<file path="config.mk">
export PLATFORM = sky130hd
export DESIGN_NAME = ext_voltage_adc_sequencer
export DESIGN_NICKNAME = d
export VERILOG_FILES = /design/src/verilog/ext_volt_pkg.sv /design/src/verilog/abs_delta_cmp.sv /design/src/verilog/ext_voltage_adc_sequencer.sv /design/src/verilog/interval_strobe.sv
export VERILOG_INCLUDE_DIRS = /design/src /design/src/verilog
export SDC_FILE = /design/constraint.sdc
export NUM_CORES = 1
export LEC_CHECK = 0
export BUFFER_PORTS_ARGS = -buffer_cell sky130_fd_sc_hd__buf_2
export CAP_MARGIN = 10
export CORE_MARGIN = 3
export CORE_UTILIZATION = 59
export CTS_BUF_LIST = sky130_fd_sc_hd__clkbuf_2 sky130_fd_sc_hd__clkbuf_4 sky130_fd_sc_hd__clkbuf_8
export CTS_CLUSTER_SIZE = 24
export DETAILED_ROUTE_END_ITERATION = 8
export HOLD_SLACK_MARGIN = 0.1
export PLACE_DENSITY = 0.78
export SLEW_MARGIN = 0
export SYNTH_ARGS = -nofsm -noshare
export SYNTH_HDL_FRONTEND = slang
export SYNTH_SLANG_ARGS = --single-unit
</file>
<file path="constraint.sdc">
create_clock -name ref_clk_i -period 4 [get_ports ref_clk_i]
set_input_delay 0.2 -clock ref_clk_i [delete_from_list [all_inputs] [get_ports ref_clk_i]]
set_output_delay 0.2 -clock ref_clk_i [all_outputs]
set_load 0.01 [all_outputs]
</file>
<file path="src/verilog/ext_volt_cfg.svh">
// What this block does
// - writing one to start register bit 2 launches one single conversion
// - single conversion end stores result and raises the adc interrupt
// - background conversions off after reset; run only with nonzero interval
// - background interval is selected by interval register bits 5..4
// - background result differing from baseline by more than delta sets change flag
// - change flag lives in bit 3 of the power event flag register
// - enable bit 3 turns a set change flag into power event interrupt
// - full power state allows both background and single conversions
// - battery state allows single conversions, suppresses background ones
// - sleep state converts only through background mechanism
// - result register loads only when adc interrupt is raised, else holds
// - adc interrupt on background change over delta or single completion
// - adc interrupt has no pending flag bit of its own
// - registers sit in upper 128 bytes, answer direct accesses only
// - each result step is a fixed voltage increment
`ifndef EXT_VOLT_CFG_SVH
`define EXT_VOLT_CFG_SVH

`define SFR_UPPER_BASE      8'h80
`define OFS_CONV_START      8'hD8
`define OFS_EVENT_ENABLE    8'hEC
`define OFS_RESULT          8'hEF
`define OFS_DELTA_CFG       8'hF3
`define OFS_EVENT_FLAGS     8'hF8
`define OFS_INTERVAL_CFG    8'hF9

`define BIT_SINGLE_GO       2
`define BIT_CHANGE_FLAG     3
`define BIT_CHANGE_EN       3
`define DELTA_MSB           2
`define DELTA_LSB           0
`define INTERVAL_MSB        5
`define INTERVAL_LSB        4

`define RST_BYTE            8'h00
`define RESULT_LSB_UV       15300
`define INTERVAL_UNIT_US    1000
`define CLK_PERIOD_NS       10
`define INTERVAL_UNIT_CYC   ((`INTERVAL_UNIT_US * 1000) / `CLK_PERIOD_NS)

`endif

</file>
<file path="src/verilog/ext_volt_pkg.sv">
package ext_volt_pkg;
  typedef enum logic [1:0] {
    FULL_POWER_STATE    = 2'h0,
    BATTERY_POWER_STATE = 2'h1,
    SLEEP_POWER_STATE   = 2'h2,
    UNUSED_POWER_STATE  = 2'h3
  } power_state_type;

  typedef enum logic [2:0] {
    CONV_IDLE       = 3'h1,
    CONV_SINGLE     = 3'h2,
    CONV_BACKGROUND = 3'h4
  } conv_state_type;
endpackage

</file>
<file path="src/verilog/abs_delta_cmp.sv">
`timescale 1ns/1ps
module abs_delta_cmp #(
  parameter int WIDTH = 8
) (
  input  wire logic [WIDTH-1:0] sample_i,
  input  wire logic [WIDTH-1:0] baseline_i,
  input  wire logic [2:0]       delta_i,
  output logic                  over_o
);
  if (WIDTH < 3) begin : g_bad_width
    $error("abs_delta_cmp: WIDTH below 3");
  end

  function automatic logic [WIDTH-1:0] abs_diff(input logic [WIDTH-1:0] a,
                                                input logic [WIDTH-1:0] b);
    abs_diff = (a > b) ? (a - b) : (b - a);
  endfunction

  // strictly greater than the programmed delta
  assign over_o = abs_diff(sample_i, baseline_i) > {{(WIDTH-3){1'b0}}, delta_i};
endmodule // abs_delta_cmp

</file>
<file path="src/verilog/ext_voltage_adc_sequencer.sv">
`timescale 1ns/1ps
`include "ext_volt_cfg.svh"
module ext_voltage_adc_sequencer #(
  parameter int UNIT_CYCLES = `INTERVAL_UNIT_CYC
) (
  input  wire logic                          ref_clk_i,
  input  wire logic                          arst_n_i,
  input  wire logic                          ce_i,
  input  wire logic [7:0]                    sfr_addr_i,
  input  wire logic                          sfr_direct_i,
  input  wire logic                          sfr_wr_i,
  input  wire logic                          sfr_rd_i,
  input  wire logic [7:0]                    sfr_wdata_i,
  output logic      [7:0]                    sfr_rdata_o,
  input  wire ext_volt_pkg::power_state_type power_state_i,
  output logic                               adc_start_o,
  input  wire logic                          adc_done_i,
  input  wire logic [7:0]                    adc_data_i,
  output logic                               adc_irq_o,
  output logic                               power_irq_o
);
  import ext_volt_pkg::*;

  if (UNIT_CYCLES < 1) begin : g_bad_unit
    $error("ext_voltage_adc_sequencer: UNIT_CYCLES below 1");
  end

  ////////////////////////////////////////////////////////////////////////////////
  // register decode

  function automatic logic hit(input logic [7:0] addr, input logic [7:0] ofs);
    hit = (addr == ofs);
  endfunction

  logic       sfr_sel;
  logic       wr_en;
  logic       rd_en;
  // upper half, direct addressing only
  assign sfr_sel = sfr_direct_i && (sfr_addr_i >= `SFR_UPPER_BASE);
  assign wr_en   = ce_i && sfr_wr_i && sfr_sel;
  assign rd_en   = ce_i && sfr_rd_i && sfr_sel;

  logic       single_go_q;
  logic [7:0] event_enable_q;
  logic [7:0] result_q;
  logic [7:0] baseline_q;
  logic [7:0] delta_cfg_q;
  logic       change_flag_q;
  logic [7:0] interval_cfg_q;
  conv_state_type conv_q;
  logic       bg_pending_q;
  logic       bg_strobe;
  logic       change_over;
  logic       single_done;
  logic       bg_done;
  logic       irq_fire;
  logic       bg_allowed;
  logic       single_allowed;

  ////////////////////////////////////////////////////////////////////////////////
  // power state gating

  assign bg_allowed     = (power_state_i == FULL_POWER_STATE) ||
                          (power_state_i == SLEEP_POWER_STATE);
  assign single_allowed = (power_state_i == FULL_POWER_STATE) ||
                          (power_state_i == BATTERY_POWER_STATE);

  ////////////////////////////////////////////////////////////////////////////////
  // background interval and change compare

  interval_strobe #(
    .UNIT_CYCLES (UNIT_CYCLES)
  ) u_interval (
    .ref_clk_i (ref_clk_i),
    .arst_n_i  (arst_n_i),
    .ce_i      (ce_i),
    .select_i  (interval_cfg_q[`INTERVAL_MSB:`INTERVAL_LSB]),
    .strobe_o  (bg_strobe)
  );

  abs_delta_cmp #(
    .WIDTH (8)
  ) u_cmp (
    .sample_i   (adc_data_i),
    .baseline_i (baseline_q),
    .delta_i    (delta_cfg_q[`DELTA_MSB:`DELTA_LSB]),
    .over_o     (change_over)
  );

  assign single_done = adc_done_i && (conv_q == CONV_SINGLE);
  assign bg_done     = adc_done_i && (conv_q == CONV_BACKGROUND);
  // no pending bit for the adc interrupt itself
  assign irq_fire    = ce_i && (single_done || (bg_done && change_over));

  ////////////////////////////////////////////////////////////////////////////////
  // configuration registers

  always_ff @(posedge ref_clk_i or negedge arst_n_i) begin
    if (!arst_n_i) begin
      event_enable_q <= `RST_BYTE;
      delta_cfg_q    <= `RST_BYTE;
      interval_cfg_q <= `RST_BYTE;
    end else if (wr_en) begin
      if (hit(sfr_addr_i, `OFS_EVENT_ENABLE)) begin
        event_enable_q <= sfr_wdata_i;
      end
      if (hit(sfr_addr_i, `OFS_DELTA_CFG)) begin
        delta_cfg_q <= sfr_wdata_i;
      end
      if (hit(sfr_addr_i, `OFS_INTERVAL_CFG)) begin
        interval_cfg_q <= sfr_wdata_i;
      end
    end
  end

  ////////////////////////////////////////////////////////////////////////////////
  // single start bit, set wins over self clear

  always_ff @(posedge ref_clk_i or negedge arst_n_i) begin
    if (!arst_n_i) begin
      single_go_q <= 1'b0;
    end else if (ce_i) begin
      if (wr_en && hit(sfr_addr_i, `OFS_CONV_START) && sfr_wdata_i[`BIT_SINGLE_GO]) begin
        single_go_q <= 1'b1;
      end else if (single_done) begin
        single_go_q <= 1'b0;
      end
    end
  end

  ////////////////////////////////////////////////////////////////////////////////
  // conversion sequencer

  always_ff @(posedge ref_clk_i or negedge arst_n_i) begin
    if (!arst_n_i) begin
      conv_q       <= CONV_IDLE;
      bg_pending_q <= 1'b0;
      adc_start_o  <= 1'b0;
    end else if (ce_i) begin
      adc_start_o <= 1'b0;
      if (bg_strobe && bg_allowed) begin
        bg_pending_q <= 1'b1;
      end else if (!bg_allowed) begin
        bg_pending_q <= 1'b0;
      end
      unique case (conv_q)
        CONV_IDLE: begin
          if (single_go_q && single_allowed) begin
            conv_q      <= CONV_SINGLE;
            adc_start_o <= 1'b1;
          end else if (bg_pending_q && bg_allowed) begin
            conv_q       <= CONV_BACKGROUND;
            adc_start_o  <= 1'b1;
            bg_pending_q <= bg_strobe;
          end
        end
        CONV_SINGLE: begin
          if (adc_done_i) begin
            conv_q <= CONV_IDLE;
          end
        end
        CONV_BACKGROUND: begin
          if (adc_done_i) begin
            conv_q <= CONV_IDLE;
          end
        end
        default: begin
          conv_q <= CONV_IDLE;
        end
      endcase
    end
  end

  ////////////////////////////////////////////////////////////////////////////////
  // result, baseline and change flag

  always_ff @(posedge ref_clk_i or negedge arst_n_i) begin
    if (!arst_n_i) begin
      result_q   <= `RST_BYTE;
      baseline_q <= `RST_BYTE;
    end else if (irq_fire) begin
      // raw code, fixed step per lsb
      result_q   <= adc_data_i;
      baseline_q <= adc_data_i;
    end
  end

  always_ff @(posedge ref_clk_i or negedge arst_n_i) begin
    if (!arst_n_i) begin
      change_flag_q <= 1'b0;
    end else if (ce_i) begin
      if (bg_done && change_over) begin
        change_flag_q <= 1'b1;
      end else if (wr_en && hit(sfr_addr_i, `OFS_EVENT_FLAGS) &&
                   !sfr_wdata_i[`BIT_CHANGE_FLAG]) begin
        change_flag_q <= 1'b0;
      end
    end
  end

  ////////////////////////////////////////////////////////////////////////////////
  // interrupt outputs and read data

  always_ff @(posedge ref_clk_i or negedge arst_n_i) begin
    if (!arst_n_i) begin
      adc_irq_o   <= 1'b0;
      power_irq_o <= 1'b0;
    end else if (ce_i) begin
      adc_irq_o   <= irq_fire;
      power_irq_o <= change_flag_q && event_enable_q[`BIT_CHANGE_EN];
    end
  end

  always_ff @(posedge ref_clk_i or negedge arst_n_i) begin
    if (!arst_n_i) begin
      sfr_rdata_o <= `RST_BYTE;
    end else if (rd_en) begin
      unique case (sfr_addr_i)
        `OFS_CONV_START:   sfr_rdata_o <= {5'h0, single_go_q, 2'h0};
        `OFS_EVENT_ENABLE: sfr_rdata_o <= event_enable_q;
        `OFS_RESULT:       sfr_rdata_o <= result_q;
        `OFS_DELTA_CFG:    sfr_rdata_o <= delta_cfg_q;
        `OFS_EVENT_FLAGS:  sfr_rdata_o <= {4'h0, change_flag_q, 3'h0};
        `OFS_INTERVAL_CFG: sfr_rdata_o <= interval_cfg_q;
        default:           sfr_rdata_o <= 8'h00;
      endcase
    end
  end

  ////////////////////////////////////////////////////////////////////////////////
  // checks

  property p_go_set;
    @(posedge ref_clk_i) disable iff (!arst_n_i)
      wr_en && sfr_addr_i == `OFS_CONV_START && sfr_wdata_i[`BIT_SINGLE_GO] |=> single_go_q;
  endproperty
  a_go_set: assert property (p_go_set) else $error("start bit not set by write");

  property p_single_irq;
    @(posedge ref_clk_i) disable iff (!arst_n_i)
      ce_i && single_done |=> adc_irq_o && result_q == $past(adc_data_i);
  endproperty
  a_single_irq: assert property (p_single_irq) else $error("single end without irq");

  property p_result_hold;
    @(posedge ref_clk_i) disable iff (!arst_n_i)
      !irq_fire |=> $stable(result_q);
  endproperty
  a_result_hold: assert property (p_result_hold) else $error("result moved");

  property p_bg_needs_interval;
    @(posedge ref_clk_i) disable iff (!arst_n_i)
      ce_i && conv_q == CONV_IDLE ##1 conv_q == CONV_BACKGROUND
        |-> $past(bg_pending_q) && $past(bg_allowed);
  endproperty
  a_bg_needs_interval: assert property (p_bg_needs_interval) else $error("bg early");

  property p_battery_no_bg;
    @(posedge ref_clk_i) disable iff (!arst_n_i)
      ce_i && power_state_i == BATTERY_POWER_STATE && conv_q == CONV_IDLE
        |=> conv_q != CONV_BACKGROUND;
  endproperty
  a_battery_no_bg: assert property (p_battery_no_bg) else $error("bg in battery");

  property p_sleep_no_single;
    @(posedge ref_clk_i) disable iff (!arst_n_i)
      ce_i && power_state_i == SLEEP_POWER_STATE && conv_q == CONV_IDLE
        |=> conv_q != CONV_SINGLE;
  endproperty
  a_sleep_no_single: assert property (p_sleep_no_single) else $error("sleep single");

  property p_power_irq;
    @(posedge ref_clk_i) disable iff (!arst_n_i)
      ce_i && change_flag_q && event_enable_q[`BIT_CHANGE_EN] |=> power_irq_o;
  endproperty
  a_power_irq: assert property (p_power_irq) else $error("enabled flag gave no irq");

  property p_change_flag;
    @(posedge ref_clk_i) disable iff (!arst_n_i)
      ce_i && bg_done && change_over |=> change_flag_q && adc_irq_o;
  endproperty
  a_change_flag: assert property (p_change_flag) else $error("change flag not set");

  property p_go_clears;
    @(posedge ref_clk_i) disable iff (!arst_n_i)
      ce_i && single_done && !wr_en |=> !single_go_q && conv_q == CONV_IDLE;
  endproperty
  a_go_clears: assert property (p_go_clears) else $error("start bit did not clear");

  property p_baseline;
    @(posedge ref_clk_i) disable iff (!arst_n_i)
      irq_fire |=> baseline_q == $past(adc_data_i);
  endproperty
  a_baseline: assert property (p_baseline) else $error("baseline not refreshed");
endmodule // ext_voltage_adc_sequencer

</file>
<file path="src/verilog/interval_strobe.sv">
`timescale 1ns/1ps
module interval_strobe #(
  parameter int UNIT_CYCLES = 100000
) (
  input  wire logic       ref_clk_i,
  input  wire logic       arst_n_i,
  input  wire logic       ce_i,
  input  wire logic [1:0] select_i,
  output logic            strobe_o
);
  if (UNIT_CYCLES < 1 || UNIT_CYCLES > 100000000) begin : g_bad_unit
    $error("interval_strobe: bad UNIT_CYCLES");
  end

  function automatic logic [31:0] period_of(input logic [1:0] sel);
    period_of = 32'(UNIT_CYCLES) << (sel - 2'h1);
  endfunction

  logic [31:0] count_q;
  logic [1:0]  select_q;

  always_ff @(posedge ref_clk_i or negedge arst_n_i) begin
    if (!arst_n_i) begin
      count_q  <= 32'h0;
      select_q <= 2'h0;
      strobe_o <= 1'b0;
    end else if (ce_i) begin
      select_q <= select_i;
      strobe_o <= 1'b0;
      // zero selection keeps background conversions off
      if (select_i == 2'h0 || select_i != select_q) begin
        count_q <= 32'h0;
      end else if (count_q >= period_of(select_i) - 32'h1) begin
        count_q  <= 32'h0;
        strobe_o <= 1'b1;
      end else begin
        count_q <= count_q + 32'h1;
      end
    end
  end
endmodule // interval_strobe
</file>
# --- Yosys cells after proc, flatten, opt, wreduce, memory -nomap -nowiden ---
# Index checks and enable logic that the tools add are counted.
totals:
  register_bits: 84
  out_inout_bits: 11
op_classes:
  addsub: 5
  magnitude_cmp: 4
  eq_ne: 14
  n_shift: 1
  n_mux: 22
  n_reduce_logical: 33
ops:
  columns: ["cell", "n"]
  rows:
  - ["32-bit two-way mux", 2]
  - ["8-bit equality test (second input constant)", 6]
  - ["8-bit case mux with 6 select lines", 1]
  - ["32-bit by 1-bit adder with 32-bit output (second input constant)", 1]
  - ["32-bit >= comparator", 1]
  - ["17-bit by 2-bit << shifter with 32-bit output (first input constant)", 1]
  - ["32-bit by 1-bit subtractor with 32-bit output (second input constant)", 1]
  - ["1-bit logical AND", 17]
  - ["8-bit subtractor", 2]
  - ["1-bit two-way mux", 14]
  - ["2-bit AND reduction", 5]
  - ["3-bit two-way mux", 3]
  - ["8-bit >= comparator (second input constant)", 1]
  - ["8-bit by 3-bit > comparator with 1-bit output", 1]
  - ["8-bit > comparator", 1]
  - ["8-bit two-way mux", 1]
  - ["3-bit case mux with 2 select lines", 1]
  - ["2-bit logical NOT", 2]
  - ["1-bit logical OR", 4]
  - ["2-bit nonzero test", 2]
  - ["3-bit by 1-bit equality test with 1-bit output (second input constant)", 1]
  - ["3-bit by 2-bit equality test with 1-bit output (second input constant)", 1]
  - ["3-bit equality test (second input constant)", 1]
  - ["3-bit inequality test (second input constant)", 1]
  - ["other kinds (8)", 8]

# --- Depth between registers and ports, before layout ---
# Gate-level depths: netlist (run 1).
depth:
  ltp_word: 7
  ltp_mapped: 16
  depth_no_buf: 16

# --- Hierarchy ---
# A second synthesis (run 1) with hierarchy kept.
unflattened:
  hier_cells: 612
  area_unflattened_um2: 5939.4
by_module_without_submodules:
  columns: ["module", "n_inst", "cells_each", "area_each_um2", "seq_area_each_um2"]
  rows:
  - ["interval_strobe", 1, 303, 2786.4, 875.8]
  - ["ext_voltage_adc_sequencer", 1, 193, 2313.5, 1227.4]
  - ["abs_delta_cmp", 1, 116, 839.6, 0.0]

# --- Worst setup path after synthesis (run 1) ---
# No wires, ideal clock.
synth_path:
  path_type: "reg-to-reg"
  start: "reg baseline_q[3]"
  end: "reg baseline_q[7]"
  setup_ns: 0.125
  arrival_ns: 3.186
  required_ns: 3.875
  setup_slack_ns: 0.689
  path_stages_with_launch: 15
  n_path_buf: 1
  period_less_slack_ns: 3.311
  path_cell_list: "dfrtp_1 -> ha_1 -> buf_2 -> and3_1 -> o211ai_1 -> a31oi_2 -> mux2_2 -> ha_1 -> nor2b_1 -> o21ai_0 -> a32oi_1 -> nor3_1 -> a22oi_2 -> nand2_4 -> mux2_4"
synth_via:
  elab_chain_len: 6
  word_cells_on_any_way: 8
synth_rtl:
  columns: ["item", "line", "source"]
  rows:
  - ["start, declared", "ext_voltage_adc_sequencer.sv:46", "logic [7:0] baseline_q;"]
  - ["start signal, assigned", "ext_voltage_adc_sequencer.sv:180", "baseline_q <= `RST_BYTE;"]
  - ["start signal, assigned", "ext_voltage_adc_sequencer.sv:184", "baseline_q <= adc_data_i;"]
  - ["8-bit subtractor or 8-bit > comparator (tied branches)", "abs_delta_cmp.sv:16", "abs_diff = (a > b) ? (a - b) : (b - a);"]
  - ["8-bit two-way mux *", "abs_delta_cmp.sv:16", null]
  - ["8-bit by 3-bit > comparator with 1-bit output *", "abs_delta_cmp.sv:20", "assign over_o = abs_diff(sample_i, baseline_i) > {{(WIDTH-3){1'b0}}, delta_i};"]
  - ["1-bit logical AND *", "ext_voltage_adc_sequencer.sv:93", "assign irq_fire = ce_i && (single_done || (bg_done && change_over));"]
  - ["1-bit logical OR *", "ext_voltage_adc_sequencer.sv:93", null]
  - ["1-bit logical AND *", "ext_voltage_adc_sequencer.sv:93", null]
# Every way passes the cells marked *; elsewhere a longest branch is shown, timed or not.
# A chain may end at the register's enable or synchronous reset.

# --- Worst setup path after layout (run 1) ---
# Same ends and word-level chain as after synthesis.

==> impl_metrics.tcl, run 1 <==
set metrics [dict create \
    status "completed" \
    initial_core_util 0.6125 \
    gp_congestion 0.8955 \
    drive_above_1_share 0.1320 \
    clockBufferDepth 2 \
    setup_viol 0 \
    r2r-start "baseline_q[3]$_DFFE_PN0P_" \
    core_sq_mm 0.009328 \
    stdcell_area_sq_mm 0.006409 \
    die_h_um 104.4 \
    htreeDepth 3 \
    drv_cap 0 \
    cts_sinks 84 \
    syn_to_final_growth_pct 12.18 \
    min-delay-path-class "input port to flip-flop" \
    vias_per_cell 6.346 \
    antennaDiodeCount 0 \
    fin_crit_sh 0.9245 \
    first_pass_iters 6 \
    dieArea_sq_mm 0.01090 \
    dp_slack_ns 0.3669 \
    clk_pin_slew_ns 0.10 \
    sw_frac_of_total 0.3826 \
    grt_first_pass_wirelength_um 24160 \
    netlist-cell-type-count 71 \
    synth-simple-area-share 0.1840 \
    synth_edf_count 0 \
    synth_cells 608 \
    root_buffer "clkbuf_8" \
    ys_ff_latch 84 \
    fmax_ghz 0.2704 \
    vdd_ir_drop_max_uv 244.4 \
    grt_max_degree 56 \
    min_from "adc_data_i[0]" \
    p_leak_nw 3.060 \
    wire_per_inst_um 17.69 \
    totalWireLength_um 14210 \
    synth_compound_area_frac 0.2021 \
    cts_setup_buffers 0 \
    crit_type "flip-flop to flip-flop" \
    io_pins 44 \
    synthMuxAreaShare 0.06724 \
    overflow 0 \
    hold_viol 0 \
    fin_tns_setup_ns 0 \
    comb_power_share 0.335 \
    tritoncts "done" \
    syn_avg_cell_area_sq_um 9.396 \
    cp-end-kind "flip-flop" \
    first_global_vias 4891 \
    post_dp_cell_area_sq_mm 0.006091 \
    tightest_slew_ns 0.7874 \
    slew_headroom 0.4751 \
    nNetsFinal 755 \
    antenna_found_initial 0 \
    drc 0 \
    syn_area_sq_mm 0.005713 \
    maxSlewViolCount 0 \
    internal_power_mw 1.516 \
    synth_top_family_by_area "compound AO/OA/AOI/OAI gates" \
    crit_arrival_ns 3.97 \
    yosys_warnings 0 \
    port_buffers 43 \
    vias 5096 \
    grt_usage 0.2709 \
    rsz0062_at_grt "false" \
    pwr-share-clk 0.250 \
    drtIter0Drc 437 \
    yosys_most_used_dff "dfrtp_1" \
    power_frac_seq 0.415 \
    fin_skew_ns 0.02099 \
    cp_max_fo 10 \
    synthXorXnorAreaFrac 0.007665 \
    period_minus_slack_ns 3.698 \
    yosysSeqAreaShare 0.3682 \
    startpoint "baseline_q[3]$_DFFE_PN0P_" \
    cts_resized 0 \
    synthAdderAreaFrac 0.1187 \
    start_kind "flip-flop" \
    p_sw_mw 0.9393 \
    dp_hpwl_um 10300 \
    synth-async-reset-ratio 1.000 \
    cp.required_ns 4.27 \
    cts-buffers-inserted 9 \
    powerDensity_mw_per_mm2 383.1 \
    die_w_um 104.4 \
    worst_slack_ns 0.3021 \
    rows 35 \
    nFillCells 752 \
    antenna_left 0 \
    worstSkewPairLatency_ns 0.38 \
]
## logic make-up after synthesis
group	Yosys count
adders and majority gates	53
other	1
muxes	35
DFF	84
buffers and inverters	74
xor gates and xnor gates	5
and+or+nand+nor	192
AOI/OAI and AO/OA	164
## through the flow
step / power [mW] / utilization / cells / hold WS (ns)
2_1_floorplan: 1.630 / - / 620 / -0.09559
3_3_place_gp: 1.804 / 0.6530 / 775 / 0.2933
3_5_place_dp: 1.838 / 0.6530 / 775 / 0.3048
4_1_cts: 2.461 / 0.6871 / 803 / 0.1022
5_1_grt: 2.611 / 0.6871 / 803 / 0.1246
6_report: 2.455 / 0.6871 / 803 / 0.1114
## registers in the layout, indices dropped and copies added, names as in the netlist
register and flops:
u_interval.select_q 2, interval_cfg_q 8, adc_start_o 1, adc_irq_o 1, baseline_q 8, sfr_rdata_o 8, delta_cfg_q 8, power_irq_o 1
bg_pending_q 1, event_enable_q 8, single_go_q 1, u_interval.strobe_o 1, u_interval.count_q 32, conv_q 3, change_flag_q 1
## area by class of cell
| class | count | area (sq um) | share of cell area |
|---|---|---|---|
| repair buffers | 62 | 390.4 | 0.06091 |
| clock inverters | 7 | 73.82 | 0.01152 |
| multi-input cells | 462 | 3368 | 0.5256 |
| flip-flops and latches | 84 | 2103 | 0.3282 |
| well taps | 129 | 161.4 | 0.02519 |
| clock buffers | 9 | 123.9 | 0.01933 |
| inverters | 50 | 187.7 | 0.02929 |
## worst max-delay path: stages (launching register included)
cell	delay, ns
dfrtp_1	0.41
ha_1	0.46
and3_1	0.26
o211ai_1	0.12
a31oi_2	0.37
mux2_2	0.38
ha_1	0.29
nor2b_1	0.12
o21ai_0	0.07
a32oi_1	0.26
nor3_1	0.10
a22oi_2	0.27
nand2_4	0.16
mux2_4	0.32
## cell usage in the layout, fill, tap and decap left out, drive strengths merged, types with 11 or more instances in the layout
cell	synthesis	final
nor2	22	22
nand3	28	28
dlygate4sd3	0	12
nor3	12	12
mux2	24	24
conb	1	13
inv	50	54
a31oi	42	42
nand3b	18	18
mux2i	11	11
dfrtp	83	83
buf	11	50
nand4	11	11
and3	15	15
a21oi	26	26
ha	51	51
nand2	51	51
o21ai	29	29
## synthesized netlist by cell type, types with 3 or more instances
cell	n	area, sq um
nand4_1	11	68.82
a21o_1	3	22.52
o21ai_0	16	80.08
nand3_1	28	140.1
nor2_1	21	78.83
and4_1	5	43.79
nor3_1	11	55.05
nand4b_1	3	26.28
o221ai_1	6	52.55
and2_1	3	18.77
o22ai_1	4	25.02
nand2b_1	5	31.28
mux2_1	20	225.2
a31oi_1	41	256.5
buf_1	3	11.26
ha_1	51	638.1
and3_1	15	93.84
inv_1	48	180.2
nor3b_1	3	22.52
mux2_2	3	33.78
buf_2	7	35.03
o21ai_1	13	65.06
nand2_1	49	183.9
o31ai_1	6	45.04
a41oi_1	7	61.31
a21oi_1	22	110.1
clkbuf_1	13	48.80
nor2b_1	6	37.54
o211ai_1	6	45.04
a22oi_1	3	22.52
dfrtp_1	83	2077
a21oi_2	3	26.28
nand3b_1	18	135.1
mux2i_1	11	110.1
a22o_1	9	78.83
a222oi_1	6	60.06
xnor2_1	4	35.03
## final timing paths
check                                           endpoint  slack [ns]  cells after the start
hold reg to reg            interval_cfg_q[1]$_DFFE_PN0P_        0.50                      1
min in group asynchronous      baseline_q[6]$_DFFE_PN0P_        0.43                      2
setup reg to reg               baseline_q[7]$_DFFE_PN0P_        0.30                     13
hold / removal                 baseline_q[0]$_DFFE_PN0P_        0.11                      3
setup / recovery               baseline_q[7]$_DFFE_PN0P_        0.30                     13
max in group asynchronous          conv_q[0]$_DFFE_PN1P_        2.63                      3
## routing by layer
metal / vias up / global-route usage / part of all wire
met1: 2510 / 0.3912 / 0.46
met4: 0 / 0.1035 / 0.017
li1: 2399 / - / -
met5: - / 0 / 0
met3: 20 / 0.03352 / 0.055
met2: 167 / 0.4170 / 0.47
## power groups by stage
stage | Clock (mW) | Sequential [mW] | Combinational (mW)
after floorplan | 0 | 1.01 | 0.622
after global placement | 0 | 1.03 | 0.777
after detailed placement | 0 | 1.03 | 0.804
after CTS | 0.625 | 1.02 | 0.818
after global routing | 0.660 | 1.03 | 0.918
final | 0.614 | 1.02 | 0.822
## repair_timing
action	CTS	global route
hold endpoints to repair	76	0
setup endpoints to repair	0	0
hold buffers	12	0
Power figures use the tool's default switching activity.
==> run 2: changes to the inputs <==
==> constraint.sdc (replaced) <==
create_clock -name ref_clk_i -period 4.7 [get_ports ref_clk_i]
set_input_delay 0.235 -clock ref_clk_i [delete_from_list [all_inputs] [get_ports ref_clk_i]]
set_output_delay 0.235 -clock ref_clk_i [all_outputs]
set_load 0.01 [all_outputs]
==> impl_metrics.tcl, run 2 (synthesized netlist as in run 1, its figures left out) <==
set metrics [dict create \
    status "completed" \
    nNetsFinal 742 \
    root_buffer "clkbuf_8" \
    setup_viol 0 \
    nFillCells 752 \
    antennaDiodeCount 0 \
    clk_pin_slew_ns 0.10 \
    worstSkewPairLatency_ns 0.37 \
    r2r_cells 13 \
    pwr-share-clk 0.278 \
    fin_skew_ns 0.01407 \
    cp.required_ns 4.97 \
    mostFrequentLayoutCells "dfrtp_1, ha_1, nand2_1" \
    max_stage_delay_ns 0.49 \
    vias_per_cell 6.319 \
    overflow 0 \
    cp_max_fo 9 \
    io_pins 44 \
    die_w_um 104.4 \
    p_sw_mw 0.7880 \
    powerDensity_mw_per_mm2 343.0 \
    crit_type "flip-flop to flip-flop" \
    totalWireLength_um 13780 \
    fmax_ghz 0.2699 \
    final_common_cell "dfrtp_1" \
    fin_tns_setup_ns 0 \
    drv_cap 0 \
    multi_input_area_sq_mm 0.003368 \
    final_cells 790 \
    drive_above_1_share 0.1301 \
    syn_to_final_growth_pct 10.56 \
    wire_per_inst_um 17.45 \
    post-route-util 0.6771 \
    p_leak_nw 3.018 \
    worst_slack_ns 0.9944 \
    rsz0062_at_grt "false" \
    htreeDepth 3 \
    first_global_vias 4743 \
    cp_common_cell "ha_1" \
    worstPathCellList "ha_1 -> and3_1 -> o211ai_1 -> a31oi_2 -> mux2_2 -> ha_1 -> nor2b_1 -> o21ai_0 -> a32oi_1 -> nor3_1 -> a22oi_2 -> nand2_4 -> mux2_4" \
    grt_max_degree 85 \
    port_buffers 43 \
    grt_first_pass_wirelength_um 23350 \
    comb_power_share 0.317 \
    cts_resized 0 \
    cts_sinks 84 \
    largest_reg_flops 32 \
    fin_crit_sh 0.7884 \
    period_minus_slack_ns 3.706 \
    dp.cells 772 \
    internal_power_mw 1.378 \
    grt_usage 0.2600 \
    slew_headroom 0.2818 \
    maxSlewViolCount 0 \
    core_sq_mm 0.009328 \
    vdd_ir_drop_max_uv 195.6 \
    gp_congestion 0.9117 \
    clockBufferDepth 2 \
    hold_viol 0 \
    tightest_slew_ns 1.068 \
    crit_arrival_ns 3.98 \
    cts-buffers-inserted 9 \
    first_pass_iters 5 \
    dp_hpwl_um 9929 \
    die_h_um 104.4 \
    dieArea_sq_mm 0.01090 \
    hold_path_depth 2 \
    start_kind "flip-flop" \
    cp-end-kind "flip-flop" \
    sw_frac_of_total 0.3638 \
    initial_core_util 0.6125 \
    min-delay-path-class "input port to flip-flop" \
    top_register "u_interval.count_q" \
    vias 4992 \
    power_frac_seq 0.405 \
    antenna_found_initial 1 \
    drc 0 \
    power.total_mw 2.166 \
    dp_slack_ns 1.060 \
    rows 35 \
    cts_setup_buffers 0 \
    drtIter0Drc 313 \
    tritoncts "done" \
    antenna_left 0 \
    regArea_sq_mm 0.002103 \
    critPathSlowestCell "ha_1" \
]
-- run 2: cell count changes in the layout (fill, tap and decap cells not counted), sizes merged --
| cell | previous run | this run |
|---|---|---|
| dlygate4sd3 | 12 | 2 |
| bufinv | 0 | 2 |
| buf | 50 | 47 |
| clkinv | 3 | 1 |
-- run 2: critical path, delay by kind of cell (launching register included) --
kind | cells | cell delay [ns]
compound gates | 5 | 1.06
fa+ha+maj | 2 | 0.78
mux | 2 | 0.70
simple gates | 4 | 0.65
flops | 1 | 0.42
-- run 2: stage by stage --
step	hold WS [ns]	area [sq um]
finish	0.1047	6316
global route	0.1104	6316
CTS	0.1032	6316
detailed placement	0.4571	6068
global placement	0.4555	6068
floorplan	-0.06059	5758
-- run 2: path summary, 6_finish.rpt --
path	slack, ns	end	startpoint
max	0.99	baseline_q[7]$_DFFE_PN0P_	baseline_q[2]$_DFFE_PN0P_
min	0.10	delta_cfg_q[7]$_DFFE_PN0P_	sfr_wdata_i[7]
max reg2reg	0.99	baseline_q[7]$_DFFE_PN0P_	baseline_q[2]$_DFFE_PN0P_
min reg2reg	0.50	delta_cfg_q[4]$_DFFE_PN0P_	delta_cfg_q[4]$_DFFE_PN0P_
max in group asynchronous	3.42	u_interval.count_q[17]$_DFFE_PN0P_	arst_n_i
min in group asynchronous	0.58	baseline_q[6]$_DFFE_PN0P_	arst_n_i
-- run 2: layout make-up --
class | instances | share of cell area
multi-input combinational | 462 | 0.5333
sequential | 84 | 0.3330
timing repair buffer | 49 | 0.04239
inverter | 50 | 0.02971
tap | 129 | 0.02555
clock buffer | 9 | 0.01961
clock inverter | 7 | 0.01644
-- run 2: layer usage --
| layer | routed length (um) | vias to the layer above | GRT usage | share of wire |
|---|---|---|---|---|
| met5 | 13 | - | 0 | 0.00094 |
| met3 | 800 | 19 | 0.03973 | 0.058 |
| li1 | - | 2373 | - | - |
| met2 | 6439 | 152 | 0.4073 | 0.47 |
| met4 | 224 | 2 | 0.08167 | 0.016 |
| met1 | 6305 | 2446 | 0.3716 | 0.46 |
-- run 2: power groups by stage --
stage | combinational (mW) | sequential, mW | clock [mW]
after CTS | 0.681 | 0.875 | 0.608
after global routing | 0.765 | 0.887 | 0.642
after global placement | 0.654 | 0.881 | 0
after detailed placement | 0.674 | 0.889 | 0
after floorplan | 0.530 | 0.858 | 0
final | 0.687 | 0.877 | 0.602
-- run 2: timing repair --
action / 4_1_cts / 5_1_grt
setup endpoints to repair: 0 / 0
hold endpoints to repair: 3 / 0
hold buffers: 2 / 0
